### src/idwr_pkg.sv
// Package for the interleaved DRAM write and refresh engine.
// Assumes a single system clock; all half-clock figures are counted in half-cycles
// of the strobe timer (strobes change on whole clocks, half clocks round up).
`default_nettype none
package idwr_pkg;

  // ==========================================================================
  // Buffer styles selected per channel pair
  // ==========================================================================
  typedef enum logic [1:0]
  {
    IDWR_BUF_NONE,       // Non-interleaved pair
    IDWR_BUF_XCVR,       // Plain transceiver
    IDWR_BUF_LATMUX,     // Latched multiplexer
    IDWR_BUF_REGXCVR     // Registered transceiver
  } idwr_buf_e;

  // ==========================================================================
  // Timing figures
  // ==========================================================================
  localparam int unsigned IDWR_CLK_PERIOD_PS   = 8000;  // 125 MHz
  localparam int unsigned IDWR_CAS_TO_RAS_CLK  = 1;     // Column strobe to even row strobe gap
  localparam int unsigned IDWR_RAS_EXTRA_HALF  = 1;     // Row strobe width is width + 0.5 clk
  localparam int unsigned IDWR_CAS_OFF_HALF    = 3;     // Column off 1.5 clk after odd row on
  localparam int unsigned IDWR_STAGGER_CLK     = 1;     // Odd row strobe lag behind even
  // Whole clocks covering the half-clock figures, rounded up
  localparam int unsigned IDWR_CAS_OFF_CLK     = (IDWR_CAS_OFF_HALF + 1) / 2;
  localparam int unsigned IDWR_RAS_EXTRA_CLK   = (IDWR_RAS_EXTRA_HALF + 1) / 2;
  localparam int unsigned IDWR_WIDTH_BITS      = 4;     // Column strobe width field
  localparam logic [3:0]  IDWR_WIDTH_RESET     = 4'h2;  // Default column strobe width

endpackage : idwr_pkg
`default_nettype wire

### src/idwr_refresh_seq.sv
// Staggered column-before-row refresh sequencer.
// Assumes start is a one-cycle pulse given only while idle.
`default_nettype none
module idwr_refresh_seq
#(
  parameter int unsigned WIDTH_BITS = idwr_pkg::IDWR_WIDTH_BITS
)
(
  // Clock and reset
  input  wire logic                  clk,
  input  wire logic                  rst,
  // Control
  input  wire logic                  start,
  input  wire logic [WIDTH_BITS-1:0] columnStrobeWidth,
  output logic                       busy,
  // Strobes, active high inside the block
  output logic                       casAll,
  output logic                       rasEven,
  output logic                       rasOdd
);

  // ==========================================================================
  // Event times relative to the first column strobe cycle
  // ==========================================================================
  localparam int unsigned CW = WIDTH_BITS + 2;
  logic [CW-1:0] tick;        // Cycles since start
  logic [CW-1:0] width;       // Column strobe width, at least one
  logic [CW-1:0] evenOn;      // Even row strobe rise
  logic [CW-1:0] oddOn;       // Odd row strobe rise
  logic [CW-1:0] rasLen;      // Row strobe length
  logic [CW-1:0] casOff;      // Column strobe fall

  always_comb
  begin
    width  = (columnStrobeWidth == '0) ? CW'(1) : CW'(columnStrobeWidth);
    evenOn = width + CW'(idwr_pkg::IDWR_CAS_TO_RAS_CLK);
    oddOn  = evenOn + CW'(idwr_pkg::IDWR_STAGGER_CLK);
    rasLen = width + CW'(idwr_pkg::IDWR_RAS_EXTRA_CLK);
    casOff = oddOn + CW'(idwr_pkg::IDWR_CAS_OFF_CLK);
  end

  // Cycle counter; sequence ends when the last row strobe drops
  always_ff @(posedge clk or posedge rst)
  begin
    if (rst)
    begin
      busy <= 1'b0;
      tick <= '0;
    end
    else if (start && !busy)
    begin
      busy <= 1'b1;
      tick <= '0;
    end
    else if (busy)
    begin
      if (tick == oddOn + rasLen - CW'(1))
        busy <= 1'b0;
      tick <= tick + CW'(1);
    end
  end

  // Strobes decoded from the counter, registered next cycle-aligned
  always_ff @(posedge clk or posedge rst)
  begin
    if (rst)
    begin
      casAll  <= 1'b0;
      rasEven <= 1'b0;
      rasOdd  <= 1'b0;
    end
    else
    begin
      casAll  <= (start && !busy) || (busy && (tick + CW'(1) < casOff));
      rasEven <= busy && (tick + CW'(1) >= evenOn) && (tick + CW'(1) < evenOn + rasLen);
      rasOdd  <= busy && (tick + CW'(1) >= oddOn) && (tick + CW'(1) < oddOn + rasLen);
    end
  end

endmodule : idwr_refresh_seq
`default_nettype wire

### src/idwr_engine.sv
// Interleaved DRAM write path and refresh arbitration engine.
// Assumes requests are held until accepted; buffer style per pair is a static input.
`default_nettype none
module idwr_engine
#(
  parameter int unsigned WIDTH_BITS = idwr_pkg::IDWR_WIDTH_BITS,
  parameter int unsigned BURST_MAX  = 4
)
(
  // Clock and reset
  input  wire logic                  clk,
  input  wire logic                  rst,
  // Configuration
  input  wire logic [1:0]            pairStyle0,
  input  wire logic [1:0]            pairStyle1,
  input  wire logic [WIDTH_BITS-1:0] column_strobe_width,
  // Write request from core or DMA
  input  wire logic                  writeReq,
  input  wire logic                  writeFromDma,
  input  wire logic [1:0]            writeBank,
  input  wire logic [2:0]            writeWords,
  output logic                       writeAck,
  output logic                       writeDone,
  // Refresh request and bus activity
  input  wire logic                  refreshReq,
  input  wire logic                  loadStoreActive,
  input  wire logic                  chipSelectActive,
  output logic                       refreshActive,
  // DRAM strobes, active low
  output logic [3:0]                 bank_row_strobe_n,
  output logic [3:0]                 bank_column_strobe_n,
  // Buffer controls, active low
  output logic                       even_path_read_enable_n,
  output logic                       odd_path_read_enable_n,
  output logic                       even_path_write_enable_n,
  output logic                       odd_path_write_enable_n,
  // Debug
  output logic                       unselected_access_indicator
);

  // ==========================================================================
  // Elaboration checks
  // ==========================================================================
  if (BURST_MAX < 1 || BURST_MAX > 7)
    $error("BURST_MAX must lie in 1..7");
  if (WIDTH_BITS < 1 || WIDTH_BITS > 8)
    $error("WIDTH_BITS must lie in 1..8");

  // ==========================================================================
  // Write sequencer states
  // ==========================================================================
  typedef enum logic [2:0]
  {
    IDLE,
    ROW,       // Row strobe, write enable set up early
    COL,       // Column strobe for this word
    HOLD,      // Release and step to the next word
    REFRESH    // Refresh owns the DRAM strobes
  } idwr_state_e;

  idwr_state_e                 state;
  logic [1:0]                  bank;          // Current bank index
  logic [2:0]                  wordsLeft;     // Words still to write
  logic [WIDTH_BITS:0]         colCount;      // Column strobe cycles left
  logic                        multiWord;     // Transfer has more than one word
  logic                        secondCas;     // Second column pulse in progress
  logic                        refreshPending;// Latched refresh request
  logic                        refStart;      // One-cycle start to sequencer
  logic                        refBusy;       // Sequencer running
  logic                        refCas;        // Sequencer column strobe
  logic                        refRasEven;    // Sequencer even rows
  logic                        refRasOdd;     // Sequencer odd rows
  logic [1:0]                  style;         // Style of the addressed pair
  logic                        accept;        // Write accepted this cycle
  logic [2:0]                  reqWords;      // Legal word count of request
  logic [WIDTH_BITS:0]         widthClk;      // Column width, at least one

  // Style of the pair owning the current bank
  always_comb
  begin
    style = bank[1] ? pairStyle1 : pairStyle0;
  end

  // Core may only ever write one word; DMA bounded by burst limit
  always_comb
  begin
    if (!writeFromDma)
      reqWords = 3'h1;
    else if (writeWords == 3'h0)
      reqWords = 3'h1;
    else if (writeWords > 3'(BURST_MAX))
      reqWords = 3'(BURST_MAX);
    else
      reqWords = writeWords;
    widthClk = (column_strobe_width == '0) ? (WIDTH_BITS+1)'(1) : (WIDTH_BITS+1)'(column_strobe_width);
  end

  // Writes taken only when idle and no refresh waits
  always_comb
  begin
    accept = (state == IDLE) && writeReq && !refreshPending && !refreshReq;
  end

  // ==========================================================================
  // Refresh request latch and launch
  // ==========================================================================
  // Request held until the DRAM is free; the set beats the clear
  always_ff @(posedge clk or posedge rst)
  begin
    if (rst)
      refreshPending <= 1'b0;
    else if (refreshReq)
      refreshPending <= 1'b1;
    else if (refStart)
      refreshPending <= 1'b0;
  end

  // Launch pulse, only from idle so a write in flight finishes first
  always_ff @(posedge clk or posedge rst)
  begin
    if (rst)
      refStart <= 1'b0;
    else
      refStart <= (state == IDLE) && (refreshPending || refreshReq) && !refStart && !refBusy;
  end

  idwr_refresh_seq
  #(
    .WIDTH_BITS (WIDTH_BITS)
  )
  u_refresh
  (
    .clk               (clk),
    .rst               (rst),
    .start             (refStart),
    .columnStrobeWidth (column_strobe_width),
    .busy              (refBusy),
    .casAll            (refCas),
    .rasEven           (refRasEven),
    .rasOdd            (refRasOdd)
  );

  // ==========================================================================
  // Write sequencer
  // ==========================================================================
  // One word per pass; each word gets its own row and column strobes
  always_ff @(posedge clk or posedge rst)
  begin
    if (rst)
    begin
      state     <= IDLE;
      bank      <= 2'h0;
      wordsLeft <= 3'h0;
      colCount  <= '0;
      multiWord <= 1'b0;
      secondCas <= 1'b0;
    end
    else
    begin
      case (state)
        IDLE:
        begin
          if (refStart)
            state <= REFRESH;
          else if (accept)
          begin
            state     <= ROW;
            bank      <= writeBank;
            wordsLeft <= reqWords;
            multiWord <= (reqWords != 3'h1);
            secondCas <= 1'b0;
          end
        end
        ROW:
        begin
          state    <= COL;
          colCount <= widthClk;
        end
        COL:
        begin
          if (colCount == (WIDTH_BITS+1)'(1))
            state <= HOLD;
          colCount <= colCount - (WIDTH_BITS+1)'(1);
        end
        HOLD:
        begin
          // Multi-word transfers pulse the column strobe once more on the last word
          if (multiWord && !secondCas && wordsLeft == 3'h1)
          begin
            state     <= COL;
            secondCas <= 1'b1;
            colCount  <= widthClk;
          end
          else if (wordsLeft > 3'h1)
          begin
            state     <= ROW;
            wordsLeft <= wordsLeft - 3'h1;
            bank      <= {bank[1], ~bank[0]};
          end
          else
          begin
            state     <= IDLE;
            wordsLeft <= 3'h0;
          end
        end
        REFRESH:
        begin
          // Wait for the sequencer; busy rises a cycle after the start pulse
          if (!refBusy && !refStart)
            state <= IDLE;
        end
        default:
          state <= IDLE;
      endcase
    end
  end

  // ==========================================================================
  // Handshake outputs
  // ==========================================================================
  always_ff @(posedge clk or posedge rst)
  begin
    if (rst)
    begin
      writeAck      <= 1'b0;
      writeDone     <= 1'b0;
      refreshActive <= 1'b0;
    end
    else
    begin
      writeAck      <= accept;
      writeDone     <= (state == HOLD) && (wordsLeft <= 3'h1) &&
                       !(multiWord && !secondCas && wordsLeft == 3'h1);
      refreshActive <= refBusy || refStart;
    end
  end

  // ==========================================================================
  // DRAM strobes
  // ==========================================================================
  // Refresh drives every bank; writes drive only the current bank
  logic writeRow;   // Row asserted for the current word
  logic writeCol;   // Column asserted for the current word
  always_comb
  begin
    writeRow = (state == ROW) || (state == COL) || (state == HOLD);
    writeCol = (state == COL);
  end

  genvar gi;
  generate
    for (gi = 0; gi < 4; gi++)
    begin : g_bank
      always_ff @(posedge clk or posedge rst)
      begin
        if (rst)
        begin
          bank_row_strobe_n[gi]    <= 1'b1;
          bank_column_strobe_n[gi] <= 1'b1;
        end
        else if (refBusy)
        begin
          bank_row_strobe_n[gi]    <= (gi % 2 == 0) ? !refRasEven : !refRasOdd;
          bank_column_strobe_n[gi] <= !refCas;
        end
        else
        begin
          bank_row_strobe_n[gi]    <= !(writeRow && bank == 2'(gi));
          bank_column_strobe_n[gi] <= !(writeCol && bank == 2'(gi));
        end
      end
    end
  endgenerate

  // ==========================================================================
  // Buffer controls per style
  // ==========================================================================
  // Write enable goes active at the row step, ahead of the column strobe
  logic oddBank;    // Current word in the odd path
  logic wrPhase;    // Write data path active
  always_comb
  begin
    oddBank = bank[0];
    wrPhase = writeRow && !refBusy && (state != REFRESH);
  end

  always_ff @(posedge clk or posedge rst)
  begin
    if (rst)
    begin
      even_path_read_enable_n  <= 1'b1;
      odd_path_read_enable_n   <= 1'b1;
      even_path_write_enable_n <= 1'b1;
      odd_path_write_enable_n  <= 1'b1;
    end
    else if (!wrPhase)
    begin
      // Refresh and idle keep both write enables off
      even_path_read_enable_n  <= 1'b1;
      odd_path_read_enable_n   <= 1'b1;
      even_path_write_enable_n <= 1'b1;
      odd_path_write_enable_n  <= 1'b1;
    end
    else
    begin
      case (idwr_pkg::idwr_buf_e'(style))
        idwr_pkg::IDWR_BUF_XCVR:
        begin
          // Read enables gate the transceiver, write enables set direction
          even_path_read_enable_n  <= oddBank;
          odd_path_read_enable_n   <= !oddBank;
          even_path_write_enable_n <= oddBank;
          odd_path_write_enable_n  <= !oddBank;
        end
        idwr_pkg::IDWR_BUF_LATMUX:
        begin
          // Even read enable is the odd-datum latch; odd read enable the mux gate,
          // both idle on writes, which steer through the write path enables
          even_path_read_enable_n  <= 1'b1;
          odd_path_read_enable_n   <= 1'b1;
          even_path_write_enable_n <= oddBank;
          odd_path_write_enable_n  <= !oddBank;
        end
        idwr_pkg::IDWR_BUF_REGXCVR:
        begin
          // Write enables map straight onto the odd and even register sides; read enables stay idle
          even_path_read_enable_n  <= 1'b1;
          odd_path_read_enable_n   <= 1'b1;
          even_path_write_enable_n <= oddBank;
          odd_path_write_enable_n  <= !oddBank;
        end
        default:
        begin
          // Non-interleaved pair: even path only
          even_path_read_enable_n  <= 1'b1;
          odd_path_read_enable_n   <= 1'b1;
          even_path_write_enable_n <= 1'b0;
          odd_path_write_enable_n  <= 1'b1;
        end
      endcase
    end
  end

  // ==========================================================================
  // Debug indicator
  // ==========================================================================
  // Flags a load or store with neither chip select nor any row strobe
  always_ff @(posedge clk or posedge rst)
  begin
    if (rst)
      unselected_access_indicator <= 1'b0;
    else
      unselected_access_indicator <= loadStoreActive && !chipSelectActive &&
                                     (&bank_row_strobe_n);
  end

endmodule : idwr_engine
`default_nettype wire

### config.mk
export PLATFORM = sky130hd
export DESIGN_NAME = idwr_engine
export DESIGN_NICKNAME = d
export VERILOG_FILES = /design/src/idwr_pkg.sv /design/src/idwr_refresh_seq.sv /design/src/idwr_engine.sv
export SDC_FILE = /design/constraint.sdc
export NUM_CORES = 1
export LEC_CHECK = 0
export CAP_MARGIN = 20
export CORE_ASPECT_RATIO = 1.2
export CORE_MARGIN = 2
export CORE_UTILIZATION = 54
export CTS_CLUSTER_DIAMETER = 150
export CTS_CLUSTER_SIZE = 10
export DETAILED_ROUTE_END_ITERATION = 7
export DONT_BUFFER_PORTS = 1
export PLACE_DENSITY = 0.69
export SLEW_MARGIN = 20
export SYNTH_ARGS = -nofsm -noshare
export SYNTH_HDL_FRONTEND = slang
export SYNTH_SLANG_ARGS = --single-unit
### constraint.sdc
create_clock -name clk -period 2.5 [get_ports clk]
set_input_delay 0.125 -clock clk [delete_from_list [all_inputs] [get_ports clk]]
set_output_delay 0.125 -clock clk [all_outputs]
set_load 0.02 [all_outputs]
* Yosys cells after proc, flatten, opt, wreduce, memory -nomap -nowiden
Cells that the tools add are included.
Cells by class: $add $sub $neg 9, order comparisons 8, equality and inequality tests 23, muxes and demuxes 52, bitwise operators 3, reductions and logical operators 70
Operators with widths (number):
- 2-to-1 mux 3 bit | 11
- logical AND 1 bit | 29
- 2-to-1 mux 1 bit | 27
- zero test 1 bit | 19
- adder 6 x 1 -> 6 bit, second input constant | 3
- < comparator 6 bit | 3
- AND reduction 4 bit | 4
- one-hot mux 3 bit (5 select lines) | 1
- one-hot mux 5 bit (3 select lines) | 1
- adder 6 bit | 2
- >= comparator 6 bit | 2
- 2-to-1 mux 6 bit | 2
- != test 2 bit, second input constant | 6
- equality test 2 bit, second input constant | 4
- 2-to-1 mux 2 bit | 4
- 2-to-1 mux 4 bit | 2
- adder 6 x 2 -> 6 bit, second input constant | 1
- equality test 3 x 1 -> 1 bit, second input constant | 2
- equality test 3 x 2 -> 1 bit, second input constant | 2
- equality test 6 bit | 1
- zero test 3 bit | 2
- != test 3 bit, second input constant | 2
- one-hot mux 3 bit (2 select lines) | 1
- AND reduction 3 bit | 2
- other kinds (23) | 32
Word-level totals: flip-flop bits (word level) 43, word-level logic and storage cells 195

* Logic depth before layout (Yosys ltp)
depth after elaboration 10, depth in mapped cells 19

* Cells and area by module
A second synthesis with hierarchy kept.
Unflattened totals: cells, all modules 339, area total of the unflattened synthesis 3078.0 um2
By module, submodules not included:
- idwr_engine | instances 1, cells an instance 152, area an instance 1559.0 um2
- idwr_refresh_seq | instances 1, cells an instance 187, area an instance 1519.0 um2

* Least setup slack after synthesis
Ideal clock, no wire load.
kind input port to flip-flop, start input column_strobe_width[2], end register u_refresh.rasOdd, library setup time 73 ps, arrival time 3588 ps, required time 2427 ps, slack -1161 ps, stages on the path 17, path through inv_1 ha_1 nor2b_1 buf_6 or2_1 clkbuf_1 ha_1 or3_1 ha_1 xnor2_1 xnor2_1 ha_1 a21oi_1 o21ai_0 and3_1 a2111o_1 a21oi_2
On the way: word-level cells in the longest chain between the ends 7
RTL lines:
- start, declared | RTL line idwr_engine.sv:16 | input wire logic [WIDTH_BITS-1:0] column_strobe_width,
- zero test 4 bit | RTL line idwr_refresh_seq.sv:35 | width = (columnStrobeWidth == '0) ? CW'(1) : CW'(columnStrobeWidth);
- 2-to-1 mux 4 bit (*) | RTL line idwr_refresh_seq.sv:35
- adder 6 x 1 -> 6 bit (*) | RTL line idwr_refresh_seq.sv:36, idwr_refresh_seq.sv:38
- adder 6 x 1 -> 6 bit | RTL line idwr_refresh_seq.sv:37 | oddOn = evenOn + CW'(idwr_pkg::IDWR_STAGGER_CLK);
- adder 6 bit or >= comparator 6 bit (tied branches) | RTL line idwr_refresh_seq.sv:76 | rasOdd <= busy && (tick + CW'(1) >= oddOn) && (tick + CW'(1) < oddOn + rasLen);
- < comparator 6 bit or logical AND 1 bit (tied branches) | RTL line idwr_refresh_seq.sv:76
- logical AND 1 bit (*) | RTL line idwr_refresh_seq.sv:76
- end signal, assigned | RTL line idwr_refresh_seq.sv:76
- end, declared | RTL line idwr_refresh_seq.sv:19 | output logic rasOdd
Mark *: on every way between the ends. The rest lies on a longest branch, timed or not. A chain may end at the register's enable or synchronous reset.

* Worst setup path in the final report
Ends and elaborated chain as after synthesis.

==> results_dict.tcl <==
set metrics [dict create \
    route.detailed.drc 0 \
    vias_per_cell 5.67 \
    grt.total_usage_pct 22.0 \
    grt_pass1_wl_mm 10.6 \
    period_share_pct 111 \
    area_growth_pct 20.9 \
    crit_start "column_strobe_width[2]" \
    final_cells 414 \
    crit_slowest_cell "a2111o_1" \
    clock_skew_ps 4.80 \
    routed_wl_mm 6.22 \
    min_period_ps 2770 \
    slowest_delay_ps 440 \
    antenna_cells 0 \
    synthesis.area_um2 2920 \
    drv_cap 0 \
    core_area_um2 5260 \
    fp.dieArea_um2 6010 \
    grt_start_max_net_pins 23 \
    rr_startpoint "u_refresh.tick[0]" \
    fmax_mhz 361 \
    worstSetupEndpointType "flip-flop" \
    dr.pass1.iters 4 \
    slew_violations 0 \
    crit_chain "inv_12 -> ha_4 -> nor2b_4 -> or2_4 -> ha_4 -> or3_4 -> ha_4 -> and4b_1 -> or4_4 -> a31oi_4 -> o31ai_4 -> a2111o_1 -> a21oi_2" \
    clk_latency_ps 280 \
    drive_above_1_share_pct 25.0 \
    globalRoute.totalOverflow 0 \
    arrival_ps 2990 \
    ff2ff_setup_slack_ps 130 \
    dp.cells 395 \
    outcome "finished, violations left" \
    ys_ff_latch 43 \
    setup_violations 2 \
    setup_ws_ps -273 \
    drt_iter0_markers 66 \
    tns_ps -429 \
    cts_sinks 43 \
    path_delay_family "simple AND/OR/NAND/NOR gates" \
    ys.flop_type "dfrtp_1" \
    max_slew_margin_pct 54.0 \
    syn_inst 313 \
    antenna_found_initial 0 \
    port_buffers 0 \
    syn_nets 365 \
    tightest_slew_ps 686 \
    required_ps 2710 \
    clkTransAtPathRegs_ps 80 \
    ant_nets 0 \
    cts_tree "done" \
    power_leakage_nw 1.62 \
    crit_top_cell "ha_4" \
    synthArstFlopShare_pct 100 \
    rows 29 \
    crit_type "in -> reg" \
    num_vias 2346 \
    synth_edf_count 0 \
    detail_route.wl_per_cell_um 15.0 \
    hold_class "in -> reg" \
    rsz0062_at_grt "true" \
    syn_avg_cell_area_um2 9.33 \
    yosysWarnings 0 \
    ios 36 \
    cts-root-buf "clkbuf_8" \
    r2r_end "u_refresh.rasEven" \
    finalHoldViolCount 0 \
    holdWs_ps 16.9 \
    dp_hpwl_mm 4.89 \
    numCtsBuffers 5 \
    cts_max_path_buffers 2 \
    ir_worst_vdd_uv 565 \
    endpoint "u_refresh.rasOdd" \
    h-tree-depth 2 \
    pre_cts_slack_ps -573 \
    critPathBufInv 1 \
    ys_seq_area_share_pct 37.4 \
    die_w_um 71.1 \
    r2r_cells 8 \
    cp_max_fo 9 \
    p_per_area_nw_per_um2 1100 \
    die_h_um 84.6 \
    nNetsFinal 403 \
    final_core_util_pct 67.1 \
    ys_types 62 \
    first_global_vias 2361 \
    place_congestion 0.839 \
    initial_core_util_pct 55.5 \
    crit_path_start_kind "input pin" \
    crit_cells 13 \
    violations "negative setup slack" \
]
## per-layer routing
| metal | part of all wire [%] | track usage [%] |
|---|---|---|
| met3 | 2.3 | 2.52 |
| met2 | 55 | 42.3 |
| met4 | 0.66 | 6.52 |
| met1 | 42 | 25.0 |
| met5 | 0 | 0 |
## where the power goes
group | switching, mW | total, mW | internal [mW] | leakage (nW)
registers | 0.346 | 1.36 | 1.02 | 0.508
logic | 1.03 | 2.01 | 0.976 | 1.05
clock network | 0.222 | 0.505 | 0.283 | 0.0594
## through the flow
step           total power [mW]  instance area (µm²)
4_1_cts                    3.85                 3500
5_1_grt                    4.21                 3530
2_1_floorplan              2.72                 3010
6_report                   3.87                 3530
3_5_place_dp               3.32                 3270
3_3_place_gp               3.26                 3270
## synth_stat cells (2+ instances only)
| master | count | area share (%) |
|---|---|---|
| ha_1 | 32 | 14 |
| dfrtp_1 | 31 | 27 |
| nand2_1 | 28 | 3.6 |
| inv_1 | 21 | 2.7 |
| nor2_1 | 17 | 2.2 |
| o21ai_0 | 16 | 2.7 |
| a21oi_1 | 13 | 2.2 |
| dfstp_2 | 12 | 11 |
| clkbuf_1 | 10 | 1.3 |
| nor3_1 | 9 | 1.5 |
| nand3_1 | 8 | 1.4 |
| xnor2_1 | 8 | 2.4 |
| a22o_1 | 6 | 1.8 |
| a31oi_1 | 6 | 1.3 |
| a22oi_1 | 5 | 1.3 |
| o21a_1 | 5 | 1.3 |
| and3_1 | 4 | 0.86 |
| nand2b_1 | 4 | 0.86 |
| nor3b_1 | 4 | 1.0 |
| o21ai_1 | 4 | 0.69 |
| a21boi_1 | 3 | 0.77 |
| a21o_1 | 3 | 0.77 |
| and2_1 | 3 | 0.64 |
| mux2i_1 | 3 | 1.0 |
| nor2b_1 | 3 | 0.64 |
| nor4_1 | 3 | 0.64 |
| xor2_1 | 3 | 0.90 |
| a211o_1 | 2 | 0.60 |
| a211oi_1 | 2 | 0.51 |
| a21oi_2 | 2 | 0.60 |
| inv_2 | 2 | 0.26 |
| maj3_1 | 2 | 0.69 |
| mux2_2 | 2 | 0.77 |
| nand3b_1 | 2 | 0.51 |
| o21bai_1 | 2 | 0.51 |
| o22ai_1 | 2 | 0.43 |
| o31a_1 | 2 | 0.60 |
| o32ai_1 | 2 | 0.60 |
| or2_1 | 2 | 0.43 |
| or3_1 | 2 | 0.43 |
| or3b_1 | 2 | 0.60 |
## how the worst min path moves through the flow
stage | cells after the start | from | slack [ps] | end
2_1_floorplan | 1 | chipSelectActive | 200 | unselected_access_indicator
3_3_place_gp | 1 | rst | 70 | state[1]
6_report | 2 | pairStyle1[1] | 20 | odd_path_read_enable_n
4_1_cts | 2 | pairStyle1[1] | 2 | odd_path_read_enable_n
3_5_place_dp | 1 | rst | 70 | state[1]
5_1_grt | 2 | pairStyle1[1] | 30 | odd_path_read_enable_n
## cells by family (layout without fill, tap and decap cells)
kind of cell	after synthesis	after routing	synth area share (%)
multiplexers	5	5	1.80
flip-flops	43	43	37.4
AO/OA/AOI/OAI	84	84	20.1
buffers and inverters	37	76	5.40
other	1	1	0.128
AND/OR/NAND/NOR	98	98	17.5
XOR/XNOR	11	11	3.30
adder cells (fa/ha/maj)	34	34	14.4
## flip-flops by register name, summed over array words and instances (netlist names), 2 cells and up
| signal | count |
|---|---|
| bank | 2 |
| bank_column_strobe_n | 4 |
| bank_row_strobe_n | 4 |
| colCount | 5 |
| state | 3 |
| u_refresh.tick | 6 |
| wordsLeft | 3 |
## layout make-up
cell class | instances | area [µm²]
sequential | 43 | 1090
tap | 62 | 77.6
fill | 433 | 1730
multi-input combinational | 233 | 1790
inverter | 23 | 106
timing repair buffer | 45 | 353
clock buffer | 7 | 108
clock inverter | 1 | 5.00
## layout by cell type, fill, tap and decap left out, drive strengths merged, types with 7 or more instances in the layout
cell / Yosys / routed
nor2: 17 / 17
xnor2: 8 / 8
a31oi: 7 / 7
ha: 32 / 32
dfrtp: 31 / 31
nor3: 9 / 9
clkbuf: 10 / 7
dfstp: 12 / 12
o21ai: 20 / 20
a21oi: 15 / 15
inv: 23 / 22
nand2: 28 / 28
buf: 3 / 39
nand3: 8 / 8
## repair_timing
action / in CTS / in global routing
hold buffers: 6 / 0
pin swaps: 5 / 5
setup buffers: 5 / 0
endpoints found under the hold margin: 14 / 0
resized for setup: 4 / 7
setup endpoints to repair: 2 / 3
(Power assumes the default switching activity.)
